**config.mk**
```make
export PLATFORM = sky130hd
export DESIGN_NAME = ccc_ctrl
export DESIGN_NICKNAME = d
export VERILOG_FILES = /design/src/verilog/ccc_pkg.sv /design/src/verilog/ccc_ctrl.sv /design/src/verilog/ccc_sync_edge.sv /design/src/verilog/ccc_reset_filter.sv
export SDC_FILE = /design/constraint.sdc
export NUM_CORES = 1
export LEC_CHECK = 0
export ABC_AREA = 1
export ABC_CLOCK_PERIOD_IN_PS = 1980
export BUFFER_PORTS_ARGS = -buffer_cell sky130_fd_sc_hd__buf_2
export CAP_MARGIN = 20
export CORE_ASPECT_RATIO = 0.9
export CORE_MARGIN = 4
export CORE_UTILIZATION = 52
export DETAILED_ROUTE_END_ITERATION = 8
export MAX_ROUTING_LAYER = met4
export PLACE_DENSITY = 0.8
export SLEW_MARGIN = 20
export SYNTH_ARGS = -nofsm -noshare
export SYNTH_HDL_FRONTEND = slang
export SYNTH_SLANG_ARGS = --single-unit
```
**constraint.sdc**
```tcl
create_clock -name clk_sys -period 1.98 [get_ports clk_sys]
set_clock_uncertainty 0.2 [all_clocks]
set_input_delay 0.099 -clock clk_sys [delete_from_list [all_inputs] [get_ports clk_sys]]
set_output_delay 0.099 -clock clk_sys [all_outputs]
set_load 0.01 [all_outputs]
```
**src/verilog/ccc_pkg.sv**
```systemverilog
// constants shared by the clock chip control and status logic
package ccc_pkg;
   // register byte offsets
   localparam logic [7:0] ADDR_CTRL = 8'h00;
   localparam logic [7:0] ADDR_STEP = 8'h04;
   localparam logic [7:0] ADDR_OE_MASK = 8'h08;
   localparam logic [7:0] ADDR_STATUS = 8'h0c;
   localparam logic [7:0] ADDR_IRQ_MASK = 8'h10;
   localparam logic [7:0] ADDR_STATE = 8'h14;
   // field positions
   localparam int CTRL_SEL_LSB = 0;
   localparam int STATE_LOCK_LSB = 0;
   localparam int STATE_BOOT_BIT = 4;
   localparam int STATE_ADDR_LSB = 8;
   localparam int STATUS_STEP_BIT = 4;
   // reset values
   localparam logic [1:0] CTRL_RST = 2'h0;
   localparam logic [15:0] STEP_RST = 16'h0001;
   localparam logic [6:0] OE_MASK_RST = 7'h7f;
   localparam logic [4:0] IRQ_MASK_RST = 5'h00;
   localparam logic [4:0] LOCK_RST = 5'h0f;
   // reset pin hold time, strictly longer than this
   localparam int CLK_PERIOD_NS = 10;
   localparam int RST_HOLD_NS = 15000;
   localparam int RST_HOLD_CYC = RST_HOLD_NS / CLK_PERIOD_NS + 1;
   // axi responses
   localparam logic [1:0] RESP_OKAY = 2'h0;
   localparam logic [1:0] RESP_SLVERR = 2'h2;
endpackage : ccc_pkg

```
**src/verilog/ccc_ctrl.sv**
```systemverilog
// control and status pin logic of the clock synthesizer, with axi4-lite registers
// Notes on behaviour
// RL1 - A reset pin held low for longer than 15 us causes a full device reset.
// RL2 - During reset all logic and registers return to defaults and clock outputs stay off; a pin reset here spares the AXI state and step synchronisers.
// RL3 - While power-on reset runs, the device pulls its reset pin low open-drain.
// RL4 - Outside logic drives the shared reset line open-drain only.
// RL5 - The interrupt output goes low whenever a device status change has occurred; here only for changes whose irq_mask bit is set.
// RL6 - The output enable pin gates only masked outputs, and the mask covers all after reset.
// RL7 - Each loss-of-lock output is low while its loop or the reference is unlocked.
// RL8 - A decrement assertion lowers the selected loop's frequency by one configured step.
// RL9 - An increment assertion raises the selected loop's frequency by one configured step.
// RL10 - A low strap at reset release selects bootloader mode; normally it is held high.
// RL11 - Above 100 kHz the device stretches the serial clock low to insert wait states.
// RL12 - Two address select pins form part of the serial target address.
// RL13 - Unused enable, increment and decrement pins are held low by the outside.
// RL14 - Step pins are synchronised and give exactly one step per rising edge.
//
// The placing of the registers and the AXI4-Lite interface to the registers were chosen for this implementation.
module ccc_ctrl #(
   parameter int N_OUT = 7,
   parameter int STEP_W = 16,
   parameter logic [4:0] ADDR_BASE = 5'h1a
) (
   // clock and reset
   input wire logic clk_sys,
   input wire logic rst_n,
   // axi4-lite write
   input wire logic [7:0] s_axi_awaddr,
   input wire logic s_axi_awvalid,
   output logic s_axi_awready,
   input wire logic [31:0] s_axi_wdata,
   input wire logic [3:0] s_axi_wstrb,
   input wire logic s_axi_wvalid,
   output logic s_axi_wready,
   output logic [1:0] s_axi_bresp,
   output logic s_axi_bvalid,
   input wire logic s_axi_bready,
   // axi4-lite read
   input wire logic [7:0] s_axi_araddr,
   input wire logic s_axi_arvalid,
   output logic s_axi_arready,
   output logic [31:0] s_axi_rdata,
   output logic [1:0] s_axi_rresp,
   output logic s_axi_rvalid,
   input wire logic s_axi_rready,
   // reset pin, open drain
   input wire logic device_reset_n_in,
   output logic device_reset_n_out,
   output logic device_reset_n_oe_n,
   input wire logic por_active,
   // control pins
   input wire logic output_enable_n,
   input wire logic freq_step_up,
   input wire logic freq_step_down,
   input wire logic boot_loader_strap_n,
   input wire logic bus_addr_sel_hi,
   input wire logic bus_addr_sel_lo,
   // loop lock state, bit order a, c, d, reference
   input wire logic [3:0] loop_locked,
   // serial clock stretch
   input wire logic serial_fast,
   input wire logic serial_wait_req,
   output logic scl_out,
   output logic scl_oe_n,
   // status pins
   output logic irq_n,
   output logic loop_a_unlocked_n,
   output logic loop_c_unlocked_n,
   output logic loop_d_unlocked_n,
   output logic reference_unlocked_n,
   // to the synthesis core
   output logic [N_OUT-1:0] clk_out_en,
   output logic step_up,
   output logic step_down,
   output logic [1:0] step_loop_sel,
   output logic [STEP_W-1:0] step_size,
   output logic boot_mode,
   output logic [6:0] bus_target_addr,
   output logic device_in_reset
);
   logic pin_reset;
   logic soft_rst_n;
   logic up_rise;
   logic dn_rise;
   logic [1:0] ctrl;
   logic [1:0] next_ctrl;
   logic [STEP_W-1:0] step;
   logic [STEP_W-1:0] next_step;
   logic [N_OUT-1:0] oe_mask;
   logic [N_OUT-1:0] next_oe_mask;
   logic [4:0] status;
   logic [4:0] next_status;
   logic [4:0] irq_mask;
   logic [4:0] next_irq_mask;
   logic [3:0] lock;
   logic [3:0] next_lock;
   logic was_rst;
   logic next_boot;
   logic [6:0] next_addr;
   logic [N_OUT-1:0] next_clk_en;
   logic next_up;
   logic next_dn;
   // axi state
   logic aw_held;
   logic next_aw_held;
   logic [7:0] aw_addr;
   logic [7:0] next_aw_addr;
   logic w_held;
   logic next_w_held;
   logic [31:0] w_data;
   logic [31:0] next_w_data;
   logic next_bvalid;
   logic [1:0] next_bresp;
   logic next_rvalid;
   logic [31:0] next_rdata;
   logic [1:0] next_rresp;
   logic wr_fire;
   logic rd_fire;

   function automatic logic mapped(input logic [7:0] a);
      mapped = (a == ccc_pkg::ADDR_CTRL) || (a == ccc_pkg::ADDR_STEP) ||
         (a == ccc_pkg::ADDR_OE_MASK) || (a == ccc_pkg::ADDR_STATUS) ||
         (a == ccc_pkg::ADDR_IRQ_MASK) || (a == ccc_pkg::ADDR_STATE);
   endfunction : mapped

   ccc_reset_filter u_rst (
      .clk_sys(clk_sys),
      .rst_n(rst_n),
      .pin_n(device_reset_n_in),
      .pin_reset(pin_reset)
   );

   ccc_sync_edge u_up (
      .clk_sys(clk_sys),
      .rst_n(rst_n),
      .pin(freq_step_up),
      .level(),
      .rise(up_rise)
   );

   ccc_sync_edge u_dn (
      .clk_sys(clk_sys),
      .rst_n(rst_n),
      .pin(freq_step_down),
      .level(),
      .rise(dn_rise)
   );

   // RL1 pin reset applied
   assign soft_rst_n = rst_n & ~pin_reset;
   assign device_in_reset = ~soft_rst_n;

   // RL3 pull low during por
   assign device_reset_n_out = 1'b0;
   assign device_reset_n_oe_n = ~por_active;

   // RL11 stretch only when fast
   assign scl_out = 1'b0;
   assign scl_oe_n = ~(serial_fast & serial_wait_req);

   // RL5 low while any status bit whose irq_mask bit is set is set
   assign irq_n = ~|(status & irq_mask);

   // RL7 lock levels out
   assign loop_a_unlocked_n = lock[0];
   assign loop_c_unlocked_n = lock[1];
   assign loop_d_unlocked_n = lock[2];
   assign reference_unlocked_n = lock[3];

   assign step_loop_sel = ctrl;
   assign step_size = step;

   // axi handshakes: one write and one read held at a time
   assign s_axi_awready = ~aw_held & ~s_axi_bvalid;
   assign s_axi_wready = ~w_held & ~s_axi_bvalid;
   assign s_axi_arready = ~s_axi_rvalid;
   // built from the handshakes, not next_aw_held, to keep the next-state logic loop free
   assign wr_fire = (aw_held | (s_axi_awvalid & s_axi_awready)) &
      (w_held | (s_axi_wvalid & s_axi_wready)) & ~s_axi_bvalid;
   assign rd_fire = s_axi_arvalid & s_axi_arready;

   always_comb begin
      next_aw_held = aw_held;
      next_aw_addr = aw_addr;
      next_w_held = w_held;
      next_w_data = w_data;
      next_bvalid = s_axi_bvalid & ~s_axi_bready;
      next_bresp = s_axi_bresp;
      next_rvalid = s_axi_rvalid & ~s_axi_rready;
      next_rdata = s_axi_rdata;
      next_rresp = s_axi_rresp;
      if (s_axi_awvalid && s_axi_awready) begin
         next_aw_held = 1'b1;
         next_aw_addr = s_axi_awaddr;
      end
      if (s_axi_wvalid && s_axi_wready) begin
         next_w_held = 1'b1;
         next_w_data = s_axi_wdata;
      end
      if (wr_fire) begin
         next_aw_held = 1'b0;
         next_w_held = 1'b0;
         next_bvalid = 1'b1;
         next_bresp = mapped(next_aw_addr) ? ccc_pkg::RESP_OKAY : ccc_pkg::RESP_SLVERR;
      end
      if (rd_fire) begin
         next_rvalid = 1'b1;
         next_rresp = mapped(s_axi_araddr) ? ccc_pkg::RESP_OKAY : ccc_pkg::RESP_SLVERR;
         case (s_axi_araddr)
            ccc_pkg::ADDR_CTRL: next_rdata = 32'(ctrl);
            ccc_pkg::ADDR_STEP: next_rdata = 32'(step);
            ccc_pkg::ADDR_OE_MASK: next_rdata = 32'(oe_mask);
            ccc_pkg::ADDR_STATUS: next_rdata = 32'(status);
            ccc_pkg::ADDR_IRQ_MASK: next_rdata = 32'(irq_mask);
            ccc_pkg::ADDR_STATE: begin
               next_rdata = 32'h0000_0000;
               next_rdata[ccc_pkg::STATE_LOCK_LSB +: 4] = lock;
               next_rdata[ccc_pkg::STATE_BOOT_BIT] = boot_mode;
               next_rdata[ccc_pkg::STATE_ADDR_LSB +: 7] = bus_target_addr;
            end
            default: next_rdata = 32'h0000_0000;
         endcase
      end
   end

   always_ff @(posedge clk_sys) begin
      if (!rst_n) begin
         aw_held <= 1'b0;
         aw_addr <= 8'h00;
         w_held <= 1'b0;
         w_data <= 32'h0000_0000;
         s_axi_bvalid <= 1'b0;
         s_axi_bresp <= 2'h0;
         s_axi_rvalid <= 1'b0;
         s_axi_rdata <= 32'h0000_0000;
         s_axi_rresp <= 2'h0;
      end else begin
         aw_held <= next_aw_held;
         aw_addr <= next_aw_addr;
         w_held <= next_w_held;
         w_data <= next_w_data;
         s_axi_bvalid <= next_bvalid;
         s_axi_bresp <= next_bresp;
         s_axi_rvalid <= next_rvalid;
         s_axi_rdata <= next_rdata;
         s_axi_rresp <= next_rresp;
      end
   end

   // registers, lock tracking and step pulses
   always_comb begin
      next_ctrl = ctrl;
      next_step = step;
      next_oe_mask = oe_mask;
      next_irq_mask = irq_mask;
      next_status = status;
      next_lock = loop_locked;
      if (wr_fire) begin
         case (next_aw_addr)
            ccc_pkg::ADDR_CTRL: next_ctrl = next_w_data[ccc_pkg::CTRL_SEL_LSB +: 2];
            ccc_pkg::ADDR_STEP: next_step = next_w_data[STEP_W-1:0];
            ccc_pkg::ADDR_OE_MASK: next_oe_mask = next_w_data[N_OUT-1:0];
            ccc_pkg::ADDR_IRQ_MASK: next_irq_mask = next_w_data[4:0];
            default: next_ctrl = ctrl;
         endcase
      end
      // read clears, but a same-cycle event still sets
      if (rd_fire && s_axi_araddr == ccc_pkg::ADDR_STATUS)
         next_status = 5'h00;
      // RL5 status change events
      next_status[3:0] = next_status[3:0] | (lock ^ loop_locked);
      next_status[ccc_pkg::STATUS_STEP_BIT] = next_status[ccc_pkg::STATUS_STEP_BIT] |
         up_rise | dn_rise;
      // RL8 one step down per edge
      next_dn = dn_rise;
      // RL9 one step up per edge
      next_up = up_rise;
      // RL6 masked outputs follow the pin
      for (int i = 0; i < N_OUT; i++)
         next_clk_en[i] = ~(oe_mask[i] & output_enable_n);
   end

   // RL2 defaults on either reset
   always_ff @(posedge clk_sys) begin
      if (!soft_rst_n) begin
         ctrl <= ccc_pkg::CTRL_RST;
         step <= STEP_W'(ccc_pkg::STEP_RST);
         oe_mask <= N_OUT'(ccc_pkg::OE_MASK_RST);
         irq_mask <= ccc_pkg::IRQ_MASK_RST;
         status <= 5'h00;
         lock <= 4'(ccc_pkg::LOCK_RST);
         clk_out_en <= '0;
         step_up <= 1'b0;
         step_down <= 1'b0;
      end else begin
         ctrl <= next_ctrl;
         step <= next_step;
         oe_mask <= next_oe_mask;
         irq_mask <= next_irq_mask;
         status <= next_status;
         lock <= next_lock;
         clk_out_en <= next_clk_en;
         step_up <= next_up;
         step_down <= next_dn;
      end
   end

   // RL10 strap caught at release
   always_comb begin
      next_boot = boot_mode;
      next_addr = bus_target_addr;
      if (was_rst) begin
         next_boot = ~boot_loader_strap_n;
         // RL12 address pins sampled
         next_addr = {ADDR_BASE, bus_addr_sel_hi, bus_addr_sel_lo};
      end
   end

   // pins are sampled on the first edge after release, and on every edge while the pin reset is held
   always_ff @(posedge clk_sys) begin
      if (!rst_n) begin
         was_rst <= 1'b1;
         boot_mode <= 1'b0;
         bus_target_addr <= 7'h00;
      end else begin
         was_rst <= pin_reset;
         boot_mode <= next_boot;
         bus_target_addr <= next_addr;
      end
   end
endmodule : ccc_ctrl

```
**src/verilog/ccc_sync_edge.sv**
```systemverilog
// two-flop synchroniser with rising edge pulse
module ccc_sync_edge (
   // clock and reset
   input wire logic clk_sys,
   input wire logic rst_n,
   // pin and result
   input wire logic pin,
   output logic level,
   output logic rise
);
   logic meta;
   logic next_meta;
   logic next_level;
   logic prev;
   logic next_prev;

   always_comb begin
      next_meta = pin;
      next_level = meta;
      next_prev = level;
   end

   always_ff @(posedge clk_sys) begin
      if (!rst_n) begin
         meta <= 1'b0;
         level <= 1'b0;
         prev <= 1'b0;
      end else begin
         meta <= next_meta;
         level <= next_level;
         prev <= next_prev;
      end
   end

   // one pulse per edge, taken from the second flop only
   assign rise = level & ~prev;
endmodule : ccc_sync_edge

```
**src/verilog/ccc_reset_filter.sv**
```systemverilog
// reset pin qualifier: long low pulses become a device reset
module ccc_reset_filter (
   // clock and reset
   input wire logic clk_sys,
   input wire logic rst_n,
   // pin level and qualified reset
   input wire logic pin_n,
   output logic pin_reset
);
   logic meta;
   logic level;
   logic [11:0] count;
   logic [11:0] next_count;
   logic next_pin_reset;

   always_comb begin
      next_count = count;
      next_pin_reset = 1'b0;
      if (!level) begin
         if (count < 12'(ccc_pkg::RST_HOLD_CYC))
            next_count = count + 12'h001;
         next_pin_reset = (count >= 12'(ccc_pkg::RST_HOLD_CYC - 1));
      end else begin
         next_count = 12'h000;
      end
   end

   always_ff @(posedge clk_sys) begin
      if (!rst_n) begin
         meta <= 1'b1;
         level <= 1'b1;
         count <= 12'h000;
         pin_reset <= 1'b0;
      end else begin
         meta <= pin_n;
         level <= meta;
         count <= next_count;
         pin_reset <= next_pin_reset;
      end
   end
endmodule : ccc_reset_filter

```
==> results of run 1 <==
[path summary, 6_finish.rpt]
| path | end | startpoint | depth (start not counted) |
|---|---|---|---|
| max reg2reg | step_size[5] | s_axi_bvalid | 9 |
| min reg2reg | u_dn.level | u_dn.meta | 2 |
| max | step_size[5] | s_axi_bvalid | 9 |
| min | aw_held | s_axi_wvalid | 5 |
[power by group]
| part | total, mW | internal [mW] | switching, mW |
|---|---|---|---|
| logic | 1.14 | 0.471 | 0.670 |
| clock network | 3.36 | 2.27 | 1.09 |
| registers | 2.60 | 2.54 | 0.0576 |
| total | 7.10 | 5.28 | 1.81 |
[synth_stat cells]
| cell type | n |
|---|---|
| clkbuf_1 | 14 |
| nor3_1 | 3 |
| nand2_2 | 5 |
| nand4_1 | 21 |
| xnor2_1 | 7 |
| clkinv_1 | 4 |
| nor2_2 | 3 |
| a21oi_1 | 50 |
| conb_1 | 1 |
| xor2_1 | 6 |
| a211oi_1 | 1 |
| or2_2 | 15 |
| buf_2 | 9 |
| buf_4 | 24 |
| nor2_1 | 95 |
| o21a_1 | 6 |
| nor2_8 | 1 |
| nand3_1 | 36 |
| ha_1 | 2 |
| nand3b_1 | 5 |
| inv_1 | 91 |
| a22o_1 | 2 |
| dfxtp_1 | 120 |
| nand2_1 | 191 |
| nand3_4 | 1 |
| o22ai_1 | 2 |
| a31oi_1 | 1 |
| and2_1 | 1 |
| buf_6 | 3 |
| nor2_4 | 3 |
| nand3_2 | 1 |
| nand2_4 | 1 |
| o21ai_0 | 32 |
[stage by stage]
stage / area [µm²] / TNS [ns] / power (mW) / util, % / std cells
floorplan: 5470 / 0 / 3.19 / - / 778
global placement: 6140 / 0 / 3.44 / 61.9 / 1000
detailed placement: 6140 / -0.0369 / 3.45 / 61.9 / 1000
CTS: 7280 / 0 / 6.88 / 73.4 / 1081
global route: 7500 / -1.78 / 7.33 / 75.7 / 1097
finish: 7500 / -0.0593 / 7.10 / 75.7 / 1097
[logic make-up after synthesis]
logic type	count (synthesis)
AO/OA/AOI/OAI	94
XOR/XNOR	13
adder cells (fa/ha/maj)	2
buffers and inverters	145
flip-flops	120
other	1
AND/OR/NAND/NOR	382
[metal layers]
| layer | GRT usage, % | vias to the layer above |
|---|---|---|
| met5 | - | - |
| li1 | - | 2736 |
| met2 | 41.9 | 286 |
| met4 | 10.8 | 0 |
| met3 | 6.01 | 40 |
| met1 | 31.7 | 2635 |
[what timing repair did]
action / CTS / global route
pin swaps: 2 / 9
cloned: 0 / 5
hold buffers: 49 / 1
hold endpoints to repair: 86 / 1
resized for setup: 2 / 25
endpoints found under the setup margin: 14 / 30
buffers inserted: 0 / 10
[area by class of cell]
class	count	share of cell area, %
Timing Repair Buffer	207	18.9
Multi-Input combinational cell	517	33.6
Clock inverter	7	1.83
Inverter	95	4.75
Sequential cell	120	32.0
Tap cell	126	2.10
Clock buffer	25	6.74
[critical path: cells and delay by family, from the launching register on]
kind                   cells  cell delay, ns
buffers and inverters      1            0.19
AND/OR/NAND/NOR            8            1.20
flip-flops                 1            0.32
[registers in the layout (all words and copies together) (netlist names), 2 cells and up]
name and count:
aw_addr 8, bus_target_addr 3, clk_out_en 7, irq_mask 5, lock 4, oe_mask 7, s_axi_rdata 16, status 5
step_loop_sel 2, step_size 16, u_rst.count 12, w_data 16
==> metrics.txt, run 1 <==
DR iter-0 viols between 500 and 600; Pre-antenna DRT Iters 5; worst slew pin tran 0.509 ns; detailed placement HPWL between 9000 and 10000 µm; row cnt 34; Clock Pin Slew Worst Setup and Hold Paths 0.05 ns; Critical Path End Type flip-flop; Starting Density 54.4%; Crit path required time between 2 and 2.5 ns; All-Layer GR Usage 26.2%; Yosys reg bits 120; Placement Setup Slack -0.0178 ns; top-area cell type share of the netlist area between 40% and 50%; minimum clock period 2.02 ns; DRC viols 0; Post-Synth Simple-Gate Area slightly above 30%; Sink Count 120; main combinational cell family by area after synthesis simple AND/OR/NAND/NOR gates; H-tree level count 4; max layer used met4; number of CTS-inserted buffers 17; Final setup viols 2; Syn Area/Cell 7.12 µm²; commonest non-fill, non-tap cell in the layout nand2_1; Syn. warnings 0; worst-case clock buffer depth 2; Hold Crit Class input pin to flip-flop; pin count of the biggest net entering global routing 32; IO Pins 159; die height 105 µm; # fillers 659; area leader, netlist dfxtp_1; RD Place Congestion 0.896; vias in the first global route 5090; maximum vdd ir drop 0.663 mV; CP max-delay cell dfxtp_1; crit-path max cell delay 0.32 ns; chip width 115 µm; layout cells sized above 1 24.0%; period utilisation layout 102%; Critical Path AT 2.12 ns; TritonCTS clock tree built; Core Region roughly 0.01 mm²; maxcap violations 0; pwr dens 946 mW/mm²; initial antenna violation count 0; Post-Synth XOR/XNOR Area 2.11%; Root Buffer clkbuf_16; Compound-Gate Fraction of Synth Area between 9 and 10%; grt ovf 0; outcome complete, but fails checks; clock latency on the worst-skew pair 0.42 ns; area grow syn2layout 39.1%; worst-path fanout max 6; Max Transition Viols Final 0; Worst setup SP type flip-flop; Synth Cell Area between 0.005 and 0.006 mm²; largest cells by area after synthesis dfxtp_1, nand2_1, nor2_1; number of inserted diodes 0; f_max 495 MHz; metal2 WL between 8000 and 9000 µm; met3 wire len 1350 µm; Adder-Cell Fraction of Synth Area 0.464%; Distinct cells, synth 33; Setup CP Type flip-flop to flip-flop; area of the multi-input gates between 0.002 and 0.003 mm²; highest-count cells in the layout ignoring fill and taps nand2_1, dfxtp_1, buf_2; final hold vios 0; max_slew headroom between 60% and 70%; via density per instance just over 5; static leakage between 3 and 4 nW; Hold Slack just under 0.08 ns; port bufs 116; final worst slack -0.0402 ns; sequential area share after synthesis 44.5%; register area 0.00240 mm²; first-pass GRT wire length between 20000 and 25000 µm; DR vias between 5k and 6k; post-synthesis mux area share 0%; nets@finish 1033; final WL 16500 µm; per-cell routed wire length 15.1 µm; Detail Route Antenna Nets 0; cell count after synthesis 757; WL met1 6620 µm; die area 0.0121 mm²; violated checks negative setup slack; ordered cell list for the critical path nor2_2 -> buf_2 -> nand3_1 -> nand2_2 -> nand2_4 -> nor2_8 -> nand3_1 -> nor2_1 -> nor2_1; setup slack, reg-to-reg -0.04 ns
(Power assumes the default switching activity.)
==> inputs of run 2 (changes only) <==
--- a/config.mk
+++ b/config.mk
@@ -12,6 +12,7 @@
 export CORE_ASPECT_RATIO = 0.9
 export CORE_MARGIN = 4
 export CORE_UTILIZATION = 52
+export CTS_BUF_LIST = sky130_fd_sc_hd__clkbuf_16
 export DETAILED_ROUTE_END_ITERATION = 8
 export MAX_ROUTING_LAYER = met4
 export PLACE_DENSITY = 0.8
==> metrics.txt, run 2 (synthesis gave the netlist of run 1 again) <==
Placement Setup Slack -0.0178 ns; number of inserted diodes 0; CP Buf/Inv Count 2; ordered cell list for the critical path nor2_2 -> buf_6 -> nand3_1 -> nand2_2 -> nand2_4 -> nor2_4 -> buf_6 -> nand3_4 -> nand2_1 -> nand2_1 -> nor2_1; initial antenna violation count 0; DR iter-0 viols 513; row cnt 34; RD Place Congestion between 0.8 and 0.9; pin count of the biggest net entering global routing 32; chip width roughly 120 µm; worst-path fanout max 6; Sink Count 120; vias in the first global route between 5k and 6k; number of CTS-inserted buffers 17; violated checks negative setup slack; Crit path required time 2.12 ns; Starting Density a little over half; first-pass GRT wire length between 20000 and 25000 µm; Core Region slightly below 0.01 mm²; H-tree level count 4; Critical Path AT 2.21 ns; f_max slightly below 500 MHz; Clock Pin Slew Worst Setup and Hold Paths 0.05 ns; Hold Crit Class input pin to flip-flop; crit-path max cell delay 0.34 ns; detailed placement HPWL 9600 µm; DRC viols 0; nets@finish 1031; via density per instance 5.20; CP max-delay cell dfxtp_1; TritonCTS clock tree built; Hold Slack 0.0615 ns; minimum clock period 2.07 ns; static leakage approximately 3.6 nW; Worst path top cell family by delay simple AND/OR/NAND/NOR gates; die height about 100 µm; worst-case clock buffer depth 2; Final setup viols 18; All-Layer GR Usage 26.2%; area grow syn2layout 38.3%; Worst setup SP type flip-flop; per-cell routed wire length 15.3 µm; highest-count cells in the layout ignoring fill and taps nand2_1, dfxtp_1, buf_2; final worst slack -0.0875 ns; # fillers 669; RSZ-0062 raised after global routing true; Setup CP Type flip-flop to flip-flop; pwr dens 923 mW/mm²; Pre-antenna DRT Iters 5; port bufs approximately 120; layout cells sized above 1 a little under a quarter; Root Buffer clkbuf_16; Critical Path End Type flip-flop; IO Pins 159; Detail Route Antenna Nets 0; final hold vios 0; period utilisation layout 104%; commonest non-fill, non-tap cell in the layout nand2_1; DR vias 5695; die area 0.0121 mm²; maxcap violations 0; maximum vdd ir drop 0.652 mV; grt ovf 0; final WL between 15000 and 20000 µm; Max Transition Viols Final 0; clock latency on the worst-skew pair just over 0.4 ns; outcome complete, but fails checks
run 2: path summary, 6_finish.rpt:
path / cells after the start / end / from / slack, ns
max: 11 / step_size[4] / s_axi_bvalid / -0.09
min: 5 / s_axi_rdata[0] / s_axi_araddr[3] / 0.06
max reg2reg: 11 / step_size[4] / s_axi_bvalid / -0.09
min reg2reg: 1 / u_rst.level / u_rst.meta / 0.22
run 2: final cells by class:
type | instances | area (µm²) | share of cell area (%)
clock buffer | 17 | 425 | 5.70
tap | 126 | 158 | 2.11
timing repair buffer | 205 | 1410 | 18.9
inverter | 95 | 357 | 4.78
multi-input combinational | 517 | 2540 | 34.0
clock inverter | 15 | 168 | 2.25
sequential | 120 | 2400 | 32.2
run 2: layer usage:
metal  track usage [%]  share of wire [%]  vias to the layer above
li1                  -                  -                     2737
met4              8.38                2.7                        0
met5                 -                  0                        -
met1              32.0                 39                     2607
met2              42.2                 49                      306
met3              6.94                8.8                       45
run 2: power by group:
group / internal (mW) / switching (mW) / total, mW
combinational: 0.482 / 0.679 / 1.16
sequential: 2.54 / 0.0604 / 2.60
clock: 2.06 / 1.07 / 3.13
total: 5.08 / 1.81 / 6.89
run 2: per-stage QoR:
stage                     util (%)  instances  setup TNS, ns  power (mW)  cell area, µm²
after global routing          75.2       1095          -2.29        7.13            7460
after global placement        61.9       1000              0        3.44            6140
after CTS                     72.8       1080              0        6.65            7220
after floorplan                  -        778              0        3.19            5470
after detailed placement      61.9       1000        -0.0369        3.45            6140
final                         75.2       1095         -0.473        6.89            7460
run 2: worst register-to-register path, delay by kind of cell, from the launching register on:
kind	cells	cell delay [ns]
buffers and inverters	2	0.33
flip-flops	1	0.34
AND/OR/NAND/NOR	9	1.13
run 2: what timing repair did:
item	in CTS	in global routing
gates cloned	0	5
pin swaps	2	10
setup buffers	0	10
endpoints found under the hold margin	85	0
setup endpoints to repair	13	31
hold buffers	48	0
gates resized for setup	2	29
==> inputs of run 3 (changes only) <==
--- a/config.mk
+++ b/config.mk
@@ -14,9 +14,11 @@
 export CORE_UTILIZATION = 52
 export CTS_BUF_LIST = sky130_fd_sc_hd__clkbuf_16
 export DETAILED_ROUTE_END_ITERATION = 8
+export GPL_ROUTABILITY_DRIVEN = 0
 export MAX_ROUTING_LAYER = met4
 export PLACE_DENSITY = 0.8
 export SLEW_MARGIN = 20
 export SYNTH_ARGS = -nofsm -noshare
 export SYNTH_HDL_FRONTEND = slang
 export SYNTH_SLANG_ARGS = --single-unit
+export TNS_END_PERCENT = 10
==> metrics.txt, run 3 (synthesis gave the netlist of run 1 again) <==
All-Layer GR Usage a little over a quarter; number of CTS-inserted buffers 17; maxcap violations 0; DRC viols 0; final worst slack -0.0863 ns; clock latency on the worst-skew pair between 0.4 and 0.5 ns; Max Transition Viols Final 0; via density per instance 5.22; Pre-antenna DRT Iters 7; total power 6.92 mW; Setup CP Type flip-flop to flip-flop; detailed placement HPWL about 9600 µm; IO Pins 159; dpl cell area 0.00614 mm²; Sink Count 120; DR vias approximately 5.7k; commonest non-fill, non-tap cell in the layout nand2_1; final hold vios 0; Final setup viols 4; Root Buffer clkbuf_16; Worst setup SP type flip-flop; per-cell routed wire length roughly 15 µm; Detail Route Antenna Nets 0; highest-count cells in the layout ignoring fill and taps nand2_1, dfxtp_1, buf_2; row cnt 34; die area around 0.012 mm²; worst reg2reg path startpoint s_axi_bvalid; area grow syn2layout 38.5%; f_max 484 MHz; Starting Density a little over half; outcome complete, but fails checks; worst-case clock buffer depth 2; CP max-delay cell dfxtp_2; crit-path max cell delay 0.34 ns; worst-path fanout max 9; H-tree level count 4; nets@finish 1032; final WL 16900 µm; initial antenna violation count 1; Reg2Reg Depth 11; violated checks negative setup slack; worst reg2reg endpoint step_size[5]; Placement Setup Slack -0.0178 ns; fin area 0.00747 mm²; HP Start s_axi_araddr[3]; Worst path top cell family by delay simple AND/OR/NAND/NOR gates; vias in the first global route 5065; grt ovf 0; Hold Crit Class input pin to flip-flop; DR iter-0 viols 538; pwr dens 927 mW/mm²; die height 105 µm; TritonCTS clock tree built; setup slack, reg-to-reg -0.09 ns; Hold EP s_axi_rdata[4]; chip width 115 µm; RSZ-0062 raised after global routing true; CP Buf/Inv Count 2; DP Cell Count 1000; critical path depth 11; minimum clock period 2.07 ns; Crit path required time around 2.1 ns; port bufs about 120; WHS Path Cells 7; Hold Slack roughly 0.058 ns; period utilisation layout 104%; maximum vdd ir drop 0.645 mV; Critical Path End Type flip-flop; static leakage between 3 and 4 nW; layout cells sized above 1 23.9%; Clock Pin Slew Worst Setup and Hold Paths 0.05 ns; Core Region 0.00991 mm²; Critical Path AT 2.18 ns; ordered cell list for the critical path nor2_4 -> buf_6 -> nand2_8 -> nand2_1 -> nand2_1 -> inv_1 -> nand2_1 -> nor2_1 -> nand3_2 -> nor2_1 -> nor2_1; fin cells 1097; first-pass GRT wire length 24500 µm; pin count of the biggest net entering global routing 32
[run 3: cell count changes in the layout (fill, tap and decap cells not counted), moves of 2 or more]
| cell | change |
|---|---|
| nor2_2 | -3 |
| dfxtp_1 | -2 |
| dfxtp_2 | +2 |
| nand2_1 | -2 |
| nand2_2 | +2 |
| nand3_2 | +2 |
| nor2_1 | +2 |
[run 3: worst max-delay path by stage]
stage                      start            to
finish              s_axi_bvalid  step_size[5]
global route        s_axi_bvalid  step_size[5]
CTS                      aw_held  step_size[6]
detailed placement       aw_held  step_size[9]
global placement         aw_held  step_size[4]
floorplan           s_axi_bvalid    oe_mask[4]
[run 3: stage by stage]
stage / util, % / TNS [ns]
2_1_floorplan: - / 0
3_3_place_gp: 61.9 / 0
3_5_place_dp: 61.9 / -0.0369
4_1_cts: 72.8 / 0
5_1_grt: 75.3 / -1.15
6_report: 75.3 / -0.175
[run 3: where the power goes]
group / switching, mW / internal, mW
clock: 1.09 / 2.06
combinational: 0.682 / 0.485
sequential: 0.0611 / 2.54
total: 1.84 / 5.08
[run 3: cell type report]
| class | instances | area (µm²) |
|---|---|---|
| Multi-Input combinational cell | 517 | 2540 |
| Tap cell | 126 | 158 |
| Clock inverter | 15 | 168 |
| Timing Repair Buffer | 206 | 1410 |
| Sequential cell | 120 | 2400 |
| Antenna cell | 1 | 2.50 |
| Inverter | 95 | 357 |
| Fill cell | 679 | 2440 |
| Clock buffer | 17 | 425 |
[run 3: tightest hold or removal path, stage by stage]
cell and delay [ns]:
buf_2 0.11, inv_1 0.09, nor2_1 0.09, nand2_1 0.07, nand2_1 0.07, nand2_1 0.06, a21oi_1 0.05
[run 3: metal layers]
metal	share of wire, %	GRT usage (%)	up-vias	wire length, µm
met5	0	-	-	0
met4	3.9	8.38	0	660
met3	8.4	6.94	76	1410
met2	48	42.2	303	8120
met1	40	32.0	2613	6690
li1	-	-	2739	-
[run 3: repair_timing]
action / in CTS / in global routing
endpoints found under the setup margin: 13 / 30
gates resized for setup: 2 / 28
setup buffers: 0 / 11
pin swaps: 1 / 12
hold endpoints to repair: 85 / 0
hold buffers: 48 / 0
cloned: 0 / 5
